==> src/rtl/bitops_pkg.sv <==
// Notes on behaviour
// - accumulator complement inverts, updates zero only
// - memory complement writes inverse, zero only
// - accumulator negate: inverse plus one, zero only
// - memory negate writes two's complement, zero only
// - compare acc minus mem sets four flags
// - compare mem minus acc sets four flags
// - equal operands set zero flag
// - smaller minuend sets carry as borrow
// - io bit clear drives bit low only
// - io bit set drives bit high only
// - carry swap exchanges carry with port bit
// - output bit receives prior carry on swap
// - input bit loads pin level into carry
// - memory bit clear clears bit only
// - memory bit set sets bit only
// - direction bit one means output pin
package bitops_pkg;
  // flag register layout
  localparam int FLAG_ZERO_POS = 0;
  localparam int FLAG_CARRY_POS = 1;
  localparam int FLAG_HALF_POS = 2;
  localparam int FLAG_OVF_POS = 3;
  localparam logic [3:0] FLAG_RESET = 4'h0;
  localparam logic [7:0] ACC_RESET = 8'h00;
  localparam logic [7:0] PORT_RESET = 8'h00;
  localparam logic [7:0] DIR_RESET = 8'h00;
  localparam logic [7:0] ONE_BYTE = 8'h01;
  // io register selects
  localparam logic [1:0] IO_SEL_PORT_A = 2'h0;
  localparam logic [1:0] IO_SEL_PORT_B = 2'h1;
  localparam logic [1:0] IO_SEL_FLAGS = 2'h2;
  // operations carried out by this slice
  typedef enum logic [3:0] {
    OP_NONE = 4'b0000,
    OP_NOT_ACC = 4'b0001,
    OP_NOT_MEM = 4'b0010,
    OP_NEG_ACC = 4'b0011,
    OP_NEG_MEM = 4'b0100,
    OP_COMP_AM = 4'b0101,
    OP_COMP_MA = 4'b0110,
    OP_IO_CLR = 4'b0111,
    OP_IO_SET = 4'b1000,
    OP_SWAPC = 4'b1001,
    OP_MEM_CLR = 4'b1010,
    OP_MEM_SET = 4'b1011
  } op_type;
endpackage

==> src/rtl/bitops_unit.sv <==
`timescale 1ns/1ps
`default_nettype none
// complement, compare and single bit datapath slice
module bitops_unit
  import bitops_pkg::*;
#(
  // datapath width; masks, ports and the subtractor are byte wide
  parameter int DATA_WIDTH = 8
)
(
  // clock and reset
  input wire logic clk,
  input wire logic rst_n,
  // operation request from the sequencer
  input wire logic op_valid,
  input wire logic [3:0] op_code,
  input wire logic [2:0] bit_index,
  input wire logic [1:0] io_select,
  // data memory read side
  input wire logic [7:0] mem_rdata,
  // data memory write side
  output logic mem_we,
  output logic [7:0] mem_wdata,
  // port pins
  input wire logic [7:0] port_a_pins,
  input wire logic [7:0] port_b_pins,
  input wire logic [7:0] port_a_dir,
  input wire logic [7:0] port_b_dir,
  // architectural state
  output logic [7:0] accumulator,
  output logic [7:0] port_a_data,
  output logic [7:0] port_b_data,
  output logic zero_flag,
  output logic carry_flag,
  output logic half_carry_flag,
  output logic overflow_flag
);
  // state registers
  logic [7:0] acc_reg, acc_next;
  logic [3:0] flags_reg, flags_next;
  logic [7:0] pa_reg, pa_next;
  logic [7:0] pb_reg, pb_next;
  logic mem_we_reg, mem_we_next;
  logic [7:0] mem_wdata_reg, mem_wdata_next;

  // elaboration check: the three bit index and the flag layout only fit a byte
  if (DATA_WIDTH != 8)
  begin : g_width_check
    $error("bitops_unit only serves an eight bit datapath");
  end

  // one hot mask from the three bit index
  function automatic logic [7:0] bit_mask(input logic [2:0] idx);
    bit_mask = ONE_BYTE << idx;
  endfunction

  // two's complement of a byte, wraps modulo 256
  function automatic logic [7:0] negate(input logic [7:0] v);
    negate = 8'(~v + ONE_BYTE);
  endfunction

  // decode
  wire op_type op;
  wire logic [7:0] mask;
  wire logic is_cmp_am;
  wire logic is_cmp_ma;
  assign op = op_valid ? op_type'(op_code) : OP_NONE;
  assign mask = bit_mask(bit_index);
  assign is_cmp_am = (op == OP_COMP_AM);
  assign is_cmp_ma = (op == OP_COMP_MA);

  // compare operand order chosen per instruction
  wire logic [7:0] cmp_min;
  wire logic [7:0] cmp_sub;
  // the difference itself is never stored; compares only move flags
  wire logic cmp_zero, cmp_borrow, cmp_half, cmp_ovf;
  assign cmp_min = is_cmp_ma ? mem_rdata : acc_reg;
  assign cmp_sub = is_cmp_ma ? acc_reg : mem_rdata;

  sub_flags u_sub (
    .minuend(cmp_min),
    .subtrahend(cmp_sub),
    .diff(),
    .zero(cmp_zero),
    .borrow(cmp_borrow),
    .half_borrow(cmp_half),
    .overflow(cmp_ovf)
  );

  // unary results
  wire logic [7:0] not_acc;
  wire logic [7:0] not_mem;
  wire logic [7:0] neg_acc;
  wire logic [7:0] neg_mem;
  assign not_acc = ~acc_reg;
  assign not_mem = ~mem_rdata;
  assign neg_acc = negate(acc_reg);
  assign neg_mem = negate(mem_rdata);

  // selected io register and its bit for swap
  wire logic [7:0] io_cur;
  wire logic [7:0] io_dir;
  wire logic [7:0] io_pins;
  wire logic io_is_output;
  wire logic io_in_bit;
  wire logic sel_port_a;
  wire logic sel_port_b;
  wire logic sel_flags;
  // the spare select code behaves as port a for reads and writes alike
  assign sel_port_b = (io_select == IO_SEL_PORT_B);
  assign sel_flags = (io_select == IO_SEL_FLAGS);
  assign sel_port_a = !sel_port_b && !sel_flags;
  assign io_cur = sel_port_b ? pb_reg :
                  sel_flags ? {4'h0, flags_reg} : pa_reg;
  // flag bits have no pin, so they look like outputs and a swap reads the latch
  assign io_dir = sel_port_b ? port_b_dir : sel_flags ? 8'hff : port_a_dir;
  assign io_pins = sel_port_b ? port_b_pins : port_a_pins;
  // direction bit high means the pin drives out
  assign io_is_output = |(io_dir & mask);
  // input pins give the sampled level, else the latch
  assign io_in_bit = io_is_output ? |(io_cur & mask) : |(io_pins & mask);

  // io bit modified by clear, set or swap
  wire logic [7:0] io_new;
  wire logic io_write;
  wire logic carry_prior;
  assign carry_prior = flags_reg[FLAG_CARRY_POS];
  assign io_new = (op == OP_IO_CLR) ? (io_cur & ~mask) :
                  (op == OP_IO_SET) ? (io_cur | mask) :
                  (carry_prior ? (io_cur | mask) : (io_cur & ~mask));
  assign io_write = (op == OP_IO_CLR) || (op == OP_IO_SET) || (op == OP_SWAPC);

  // next state for accumulator and flags
  always_comb
  begin
    acc_next = acc_reg;
    flags_next = flags_reg;
    mem_we_next = 1'b0;
    mem_wdata_next = mem_wdata_reg;
    case (op)
      OP_NOT_ACC:
      begin
        acc_next = not_acc;
        flags_next[FLAG_ZERO_POS] = (not_acc == 8'h00);
      end
      OP_NOT_MEM:
      begin
        mem_we_next = 1'b1;
        mem_wdata_next = not_mem;
        flags_next[FLAG_ZERO_POS] = (not_mem == 8'h00);
      end
      OP_NEG_ACC:
      begin
        acc_next = neg_acc;
        flags_next[FLAG_ZERO_POS] = (neg_acc == 8'h00);
      end
      OP_NEG_MEM:
      begin
        mem_we_next = 1'b1;
        mem_wdata_next = neg_mem;
        flags_next[FLAG_ZERO_POS] = (neg_mem == 8'h00);
      end
      OP_COMP_AM, OP_COMP_MA:
      begin
        // flags only; neither operand written
        flags_next[FLAG_ZERO_POS] = cmp_zero;
        flags_next[FLAG_CARRY_POS] = cmp_borrow;
        flags_next[FLAG_HALF_POS] = cmp_half;
        flags_next[FLAG_OVF_POS] = cmp_ovf;
      end
      OP_SWAPC:
      begin
        // only the carry moves among the flags
        flags_next[FLAG_CARRY_POS] = io_in_bit;
      end
      OP_IO_CLR, OP_IO_SET:
      begin
        // flag register reached as an io register takes the indexed flag bit directly
        if (io_select == IO_SEL_FLAGS)
        begin
          flags_next = io_new[3:0];
        end
      end
      OP_MEM_CLR:
      begin
        mem_we_next = 1'b1;
        mem_wdata_next = mem_rdata & ~mask;
      end
      OP_MEM_SET:
      begin
        mem_we_next = 1'b1;
        mem_wdata_next = mem_rdata | mask;
      end
      default:
      begin
        acc_next = acc_reg;
      end
    endcase
  end

  // port latch next values; a swap writes the latch even on input bits,
  // so the old carry is already waiting there once the pin turns to output
  assign pa_next = (io_write && sel_port_a) ? io_new : pa_reg;
  assign pb_next = (io_write && sel_port_b) ? io_new : pb_reg;

  // state update
  always_ff @(posedge clk)
  begin
    if (!rst_n)
    begin
      acc_reg <= ACC_RESET;
      flags_reg <= FLAG_RESET;
      pa_reg <= PORT_RESET;
      pb_reg <= PORT_RESET;
      mem_we_reg <= 1'b0;
      mem_wdata_reg <= 8'h00;
    end
    else
    begin
      acc_reg <= acc_next;
      flags_reg <= flags_next;
      pa_reg <= pa_next;
      pb_reg <= pb_next;
      mem_we_reg <= mem_we_next;
      mem_wdata_reg <= mem_wdata_next;
    end
  end

  // outputs straight from flip-flops
  assign accumulator = acc_reg;
  assign port_a_data = pa_reg;
  assign port_b_data = pb_reg;
  assign zero_flag = flags_reg[FLAG_ZERO_POS];
  assign carry_flag = flags_reg[FLAG_CARRY_POS];
  assign half_carry_flag = flags_reg[FLAG_HALF_POS];
  assign overflow_flag = flags_reg[FLAG_OVF_POS];
  assign mem_we = mem_we_reg;
  assign mem_wdata = mem_wdata_reg;

  // checks beside the logic
  chk_not_acc_value: assert property (@(posedge clk) disable iff (!rst_n)
    op_valid && op_code == OP_NOT_ACC |=> accumulator == ~$past(accumulator)
      && carry_flag == $past(carry_flag) && overflow_flag == $past(overflow_flag))
    else $error("complement of accumulator wrong");
  chk_not_mem_write: assert property (@(posedge clk) disable iff (!rst_n)
    op_valid && op_code == OP_NOT_MEM |=> mem_we && mem_wdata == ~$past(mem_rdata)
      && zero_flag == (mem_wdata == 8'h00))
    else $error("memory complement wrong");
  chk_neg_acc_value: assert property (@(posedge clk) disable iff (!rst_n)
    op_valid && op_code == OP_NEG_ACC |=> accumulator == 8'(8'h00 - $past(accumulator))
      && half_carry_flag == $past(half_carry_flag))
    else $error("negate of accumulator wrong");
  chk_neg_mem_write: assert property (@(posedge clk) disable iff (!rst_n)
    op_valid && op_code == OP_NEG_MEM |=> mem_we && mem_wdata == 8'(8'h00 - $past(mem_rdata)))
    else $error("memory negate wrong");
  chk_cmp_am_flags: assert property (@(posedge clk) disable iff (!rst_n)
    op_valid && op_code == OP_COMP_AM |=> !mem_we && accumulator == $past(accumulator)
      && carry_flag == ($past(accumulator) < $past(mem_rdata)))
    else $error("compare acc minus mem wrong");
  chk_cmp_ma_flags: assert property (@(posedge clk) disable iff (!rst_n)
    op_valid && op_code == OP_COMP_MA |=> !mem_we && accumulator == $past(accumulator)
      && carry_flag == ($past(mem_rdata) < $past(accumulator)))
    else $error("compare mem minus acc wrong");
  chk_cmp_equal_zero: assert property (@(posedge clk) disable iff (!rst_n)
    op_valid && (op_code == OP_COMP_AM || op_code == OP_COMP_MA) && acc_reg == mem_rdata
      |=> zero_flag && !carry_flag)
    else $error("equal compare must set zero");
  chk_io_clear_bit: assert property (@(posedge clk) disable iff (!rst_n)
    op_valid && op_code == OP_IO_CLR && io_select == IO_SEL_PORT_A
      |=> port_a_data == ($past(port_a_data) & ~$past(mask)) && carry_flag == $past(carry_flag))
    else $error("io bit clear wrong");
  chk_io_set_bit: assert property (@(posedge clk) disable iff (!rst_n)
    op_valid && op_code == OP_IO_SET && io_select == IO_SEL_PORT_B
      |=> port_b_data == ($past(port_b_data) | $past(mask)))
    else $error("io bit set wrong");
  chk_swap_out_bit: assert property (@(posedge clk) disable iff (!rst_n)
    op_valid && op_code == OP_SWAPC && io_select == IO_SEL_PORT_A && io_is_output
      |=> port_a_data[$past(bit_index)] == $past(carry_flag))
    else $error("swap did not send carry out");
  chk_swap_in_carry: assert property (@(posedge clk) disable iff (!rst_n)
    op_valid && op_code == OP_SWAPC && io_select == IO_SEL_PORT_B && !io_is_output
      |=> carry_flag == $past(port_b_pins[bit_index]) && zero_flag == $past(zero_flag))
    else $error("swap did not load pin into carry");
  chk_mem_bit_ops: assert property (@(posedge clk) disable iff (!rst_n)
    op_valid && op_code == OP_MEM_CLR |=> mem_we && mem_wdata == ($past(mem_rdata) & ~$past(mask))
      && $stable(flags_reg))
    else $error("memory bit clear wrong");
  chk_flag_carry_pos: assert property (@(posedge clk) disable iff (!rst_n)
    op_valid && op_code == OP_IO_SET && io_select == IO_SEL_FLAGS && bit_index == 3'd1
      |=> carry_flag)
    else $error("carry not at flag bit one");
  // carry is cleared through flag bit one as well
  chk_flag_carry_clr: assert property (@(posedge clk) disable iff (!rst_n)
    op_valid && op_code == OP_IO_CLR && io_select == IO_SEL_FLAGS && bit_index == 3'd1
      |=> !carry_flag && zero_flag == $past(zero_flag) && overflow_flag == $past(overflow_flag))
    else $error("carry not cleared through flag bit one");
  // zero follows the inverted accumulator, half carry is left alone
  chk_not_acc_zero: assert property (@(posedge clk) disable iff (!rst_n)
    op_valid && op_code == OP_NOT_ACC
      |=> zero_flag == (accumulator == 8'h00) && half_carry_flag == $past(half_carry_flag))
    else $error("complement of accumulator moved the wrong flags");
  // memory complement must not touch the accumulator or carry
  chk_not_mem_keep: assert property (@(posedge clk) disable iff (!rst_n)
    op_valid && op_code == OP_NOT_MEM
      |=> accumulator == $past(accumulator) && carry_flag == $past(carry_flag))
    else $error("memory complement changed other state");
  // negate moves zero only
  chk_neg_acc_flags: assert property (@(posedge clk) disable iff (!rst_n)
    op_valid && op_code == OP_NEG_ACC |=> zero_flag == (accumulator == 8'h00)
      && carry_flag == $past(carry_flag) && overflow_flag == $past(overflow_flag))
    else $error("negate of accumulator moved the wrong flags");
  // memory negate sets zero from the written byte and keeps the accumulator
  chk_neg_mem_flags: assert property (@(posedge clk) disable iff (!rst_n)
    op_valid && op_code == OP_NEG_MEM |=> zero_flag == (mem_wdata == 8'h00)
      && accumulator == $past(accumulator) && half_carry_flag == $past(half_carry_flag))
    else $error("memory negate moved the wrong state");
  // zero and half borrow of accumulator minus memory
  chk_cmp_am_zero: assert property (@(posedge clk) disable iff (!rst_n)
    op_valid && op_code == OP_COMP_AM |=> zero_flag == ($past(accumulator) == $past(mem_rdata))
      && half_carry_flag == ($past(accumulator[3:0]) < $past(mem_rdata[3:0])))
    else $error("compare acc minus mem zero or half wrong");
  // zero and half borrow of memory minus accumulator
  chk_cmp_ma_zero: assert property (@(posedge clk) disable iff (!rst_n)
    op_valid && op_code == OP_COMP_MA |=> zero_flag == ($past(mem_rdata) == $past(accumulator))
      && half_carry_flag == ($past(mem_rdata[3:0]) < $past(accumulator[3:0])))
    else $error("compare mem minus acc zero or half wrong");
  // operands of equal sign can never overflow a subtraction
  chk_cmp_ovf_sign: assert property (@(posedge clk) disable iff (!rst_n)
    op_valid && (op_code == OP_COMP_AM || op_code == OP_COMP_MA) && acc_reg[7] == mem_rdata[7]
      |=> !overflow_flag)
    else $error("compare overflow on equal signs");
  // a smaller minuend borrows and cannot be zero
  chk_cmp_less_borrow: assert property (@(posedge clk) disable iff (!rst_n)
    op_valid && op_code == OP_COMP_AM && acc_reg < mem_rdata
      |=> carry_flag && !zero_flag)
    else $error("compare borrow missing");
  // an output bit hands its latch value to carry, other flags stay
  chk_swap_out_carry: assert property (@(posedge clk) disable iff (!rst_n)
    op_valid && op_code == OP_SWAPC && io_select == IO_SEL_PORT_A && io_is_output
      |=> carry_flag == $past(port_a_data[bit_index]) && half_carry_flag == $past(half_carry_flag))
    else $error("swap did not return latch bit to carry");
  // the spare select code swaps with port a
  chk_swap_spare_sel: assert property (@(posedge clk) disable iff (!rst_n)
    op_valid && op_code == OP_SWAPC && io_select == 2'h3
      |=> port_a_data[$past(bit_index)] == $past(carry_flag))
    else $error("swap on spare select missed port a");
  // a low direction bit makes the pin the source of carry
  chk_dir_low_input: assert property (@(posedge clk) disable iff (!rst_n)
    op_valid && op_code == OP_SWAPC && io_select == IO_SEL_PORT_A && !port_a_dir[bit_index]
      |=> carry_flag == $past(port_a_pins[bit_index]))
    else $error("input direction not honoured");
  // memory bit set writes one bit and no flag
  chk_mem_bit_set: assert property (@(posedge clk) disable iff (!rst_n)
    op_valid && op_code == OP_MEM_SET |=> mem_we && mem_wdata == ($past(mem_rdata) | $past(mask))
      && $stable(flags_reg))
    else $error("memory bit set wrong");
  // io set on port a leaves flags and port b alone
  chk_io_set_keep: assert property (@(posedge clk) disable iff (!rst_n)
    op_valid && op_code == OP_IO_SET && io_select == IO_SEL_PORT_A
      |=> port_a_data == ($past(port_a_data) | $past(mask)) && $stable(flags_reg) && $stable(port_b_data))
    else $error("io bit set on port a wrong");
  // io clear on port b leaves flags and port a alone
  chk_io_clear_keep: assert property (@(posedge clk) disable iff (!rst_n)
    op_valid && op_code == OP_IO_CLR && io_select == IO_SEL_PORT_B
      |=> port_b_data == ($past(port_b_data) & ~$past(mask)) && $stable(flags_reg) && $stable(port_a_data))
    else $error("io bit clear on port b wrong");
  // the bit index picks exactly one of eight positions
  chk_mask_one_hot: assert property (@(posedge clk) disable iff (!rst_n)
    $onehot(mask) && mask[bit_index])
    else $error("bit mask not one hot");
  // no memory write without a memory op
  chk_mem_we_idle: assert property (@(posedge clk) disable iff (!rst_n)
    !op_valid |=> !mem_we)
    else $error("memory write without an op");
endmodule
`default_nettype wire

==> src/rtl/sub_flags.sv <==
`timescale 1ns/1ps
`default_nettype none
// subtractor with zero, borrow, half borrow and overflow
module sub_flags
  import bitops_pkg::*;
(
  // operands
  input wire logic [7:0] minuend,
  input wire logic [7:0] subtrahend,
  // result
  output logic [7:0] diff,
  output logic zero,
  output logic borrow,
  output logic half_borrow,
  output logic overflow
);
  // nine bit difference keeps the borrow out
  wire logic [8:0] wide_diff;
  wire logic [4:0] low_diff;

  assign wide_diff = {1'b0, minuend} - {1'b0, subtrahend};
  assign low_diff = {1'b0, minuend[3:0]} - {1'b0, subtrahend[3:0]};
  assign diff = wide_diff[7:0];
  assign zero = (wide_diff[7:0] == 8'h00);
  assign borrow = wide_diff[8];
  assign half_borrow = low_diff[4];
  // signed overflow: operand signs differ and result sign follows subtrahend
  assign overflow = (minuend[7] ^ subtrahend[7]) & (minuend[7] ^ wide_diff[7]);
endmodule
`default_nettype wire

==> config.mk <==
export PLATFORM = sky130hd
export DESIGN_NAME = bitops_unit
export DESIGN_NICKNAME = d
export VERILOG_FILES = /design/src/rtl/bitops_pkg.sv /design/src/rtl/bitops_unit.sv /design/src/rtl/sub_flags.sv
export SDC_FILE = /design/constraint.sdc
export NUM_CORES = 1
export LEC_CHECK = 0
export ABC_AREA = 1
export BUFFER_PORTS_ARGS = -buffer_cell sky130_fd_sc_hd__clkbuf_2
export CORE_MARGIN = 5
export CORE_UTILIZATION = 57
export DETAILED_ROUTE_END_ITERATION = 10
export GPL_ROUTABILITY_DRIVEN = 1
export GPL_TIMING_DRIVEN = 0
export HOLD_SLACK_MARGIN = 0.15
export PLACE_DENSITY = 0.85
export SYNTH_ARGS = -nofsm -noshare
export SYNTH_HDL_FRONTEND = slang
export SYNTH_SLANG_ARGS = --single-unit
==> constraint.sdc <==
create_clock -name clk -period 2.84 [get_ports clk]
set_input_delay 0.142 -clock clk [delete_from_list [all_inputs] [get_ports clk]]
set_output_delay 0.142 -clock clk [all_outputs]
set_load 0.02 [all_outputs]
==> flow_summary_export.csv <==
group,metric,value,unit
sta,tightest_slew,0.977,ns
pwr,power_density,393,nW/um^2
finish,final_cells,701,
yosys,synth_most_common_cell,"nand2_1",
place,numPortBuffers,88,
cts,clk_latency,0.30,ns
cts,numCtsBuffers,5,
yosys,yosys_most_used_dff,"dfxtp_1",
yosys,synth_top_cell_by_area,"dfxtp_1",
run_status,status,"finished, final reports clean",
critical_path,crit_fanout,7,
critical_path,path_class,"flop to flop",
global_routing,overflow,0,
place,dpl_worst_slack,0.801,ns
place,routabilityCongestion,0.943,
pwr,power_leakage,1.98,nW
cts,cts_buffer_depth,2,
floorplan,fp.dieH,84.6,um
drt,vias_per_cell,5.77,
sta,post-route-period-util,67.1,%
sta,maxSlewHeadroom,34.3,%
yosys,synth_top_area_share,23.4,%
cts,h-tree-depth,2,
sta,drv_slew,0,
hold_path,hp-class,"primary input to flop",
cts,cts_root_buffer,"clkbuf_8",
critical_path,reg2reg_depth,17,
drt,via_count,4044,
finish,fin_nets,688,
drt,wl,10.7,mm
critical_path,rr_startpoint,"accumulator[1]",
critical_path,cp.arrival,2.15,ns
critical_path,cp-end-kind,"flop",
critical_path,crit_path_start,"accumulator[1]",
sta,tns,0,ns
global_routing,antenna_found_initial,0,
global_routing,grt_util_all_layers,28.8,%
sta,rsz0062_at_grt,"false",
floorplan,fp.dieW,84.6,um
critical_path,crit_required,3.08,ns
floorplan,core,5440,um^2
floorplan,ios,89,
drt,ant_nets,0,
yosys,synthArstFlopShare,0,%
yosys,seq_area_frac_synth,23.4,%
sta,hold_viol,0,
yosys,synth_cells,532,
sta,fin_ws,0.934,ns
yosys,synthesis.nets,592,
floorplan,start_util,58.2,%
yosys,syn_area,3170,um^2
critical_path,cp_slowest_cell,"dfxtp_1",
cts,cts_tree,"yes",
sta,finalClockSkew,0.00650,ns
global_routing,grt_max_degree,14,
sta,min_period,1.91,ns
drt,wl_per_cell,15.2,um
sta,fmaxAchievable,0.525,GHz
finish,syn2layout_area_growth,20.6,%
yosys,yosys-top-cells-area,"dfxtp_1 23%, nand2_1 16%, o21ai_0 11%",
critical_path,endpoint,"flags_reg[0]",
critical_path,r2r-end,"flags_reg[0]",
critical_path,critPathMaxStageDelay,0.34,ns
yosys,yosys-top-cells-count,"131 x nand2_1, 70 x inv_1, 67 x o21ai_0",
run,maxCapViolCount,0,
critical_path,crit_chain,"inv_1 > nand2_1 > nand2_1 > o21ai_0 > nand2_1 > nand2_1 > nand2_2 > nand2_1 > nand2_1 > nand3_2 > nand2_1 > nand2_1 > nor2_1 > nand2_1 > nand3_1 > nand2_1 > inv_1",
yosys,synth_edf_count,0,
pwr,ir_drop,0.382,mV
critical_path,rrSetupSlack,0.93,ns
cts,clkTransAtPathRegs,0.08,ns
cts,cts_resized,0,
yosys,yosysWarnings,0,
drt,dr.pass1.iters,6,
yosys,synth-seq-cells,37,
drt,drt_iter0_drc,412,
global_routing,grt_pass1_wl,16.8,mm
yosys,avgSynthCellArea,5.95,um^2
critical_path,startpoint_type,"flop",
cts,clkSinkCount,37,
cts,post-cts-setup-buffers,0,
finish,drive_gt1_share,19.1,%
floorplan,dieArea,7150,um^2
floorplan,core.rowCount,27,
critical_path,cp_common_cell,"nand2_1",
global_routing,grt_pass1_vias,3567,
finish,diodes,0,
finish,final_util,70.3,%
drt,drc_errors,0,
place,place.detailed.hpwl,8.25,mm
sta,setup_viol,0,
place,placed_cells_incl_taps,692,
yosys,ys_types,39,
## what timing repair did
action,CTS,global route
hold endpoints to repair,2,0
endpoints found under the setup margin,0,0
hold buffers,1,0
## routing by layer
layer	track usage, %	up-vias	wire, um
met5	0	-	0
met4	8.35	0	346
met3	5.99	41	1210
met2	47.0	241	4640
met1	38.4	1787	4460
li1	-	1975	-
## how the worst min path moves through the flow
stage / startpoint / end / slack (ns) / cells after the start
floorplan: rst_n / mem_we / 0.25 / 2
global placement: rst_n / mem_we / 0.45 / 3
detailed placement: rst_n / mem_we / 0.45 / 3
CTS: op_code[1] / accumulator[7] / 0.24 / 4
global route: op_code[1] / accumulator[7] / 0.29 / 4
finish: op_code[1] / accumulator[7] / 0.26 / 4
## report_power, final
| part | switching, mW | internal (mW) |
|---|---|---|
| clock | 0.209 | 0.263 |
| combinational | 0.303 | 0.155 |
| sequential | 0.0257 | 0.546 |
| total | 0.538 | 0.964 |
## final cells by class
cell class                 instances  area [um^2]
multi-input combinational        410         2080
fill                             523         1620
sequential                        37          741
timing repair buffer              89          450
inverter                          73          275
tap                               72         90.1
buffer                            12         73.8
clock buffer                       5         68.8
clock inverter                     3         43.8
## worst max-delay path: cells and delay by family, from the launching register on
family	cells	cell delay, ns
buf+inv	2	0.22
simple gates	14	1.16
flops	1	0.34
compound gates	1	0.11
## stage by stage
stage               hold WS [ns]  total power, mW  instance area [um^2]
floorplan                  0.254            0.875                  3170
global placement           0.446             1.02                  3700
detailed placement         0.452             1.03                  3700
CTS                        0.237             1.50                  3820
global route               0.289             1.58                  3820
finish                     0.258             1.50                  3820
## cells in the final DEF (no fill, tap or decap), drive strengths merged, types with 7 or more instances in the layout
master / instances
nand2: 136
nand4: 8
dfxtp: 37
clkbuf: 99
xor2: 9
ha: 8
inv: 73
a31oi: 7
a21oi: 45
nor3: 14
nor2: 50
o21ai: 72
nand3: 23
## logic make-up after synthesis
logic type	synth area share (%)
adder cells (fa/ha/maj)	3.16
AND/OR/NAND/NOR	33.5
multiplexers	0.632
flip-flops	23.4
buffers and inverters	11.0
XOR/XNOR	3.04
AO/OA/AOI/OAI	25.3
(Power assumes the default switching activity.)
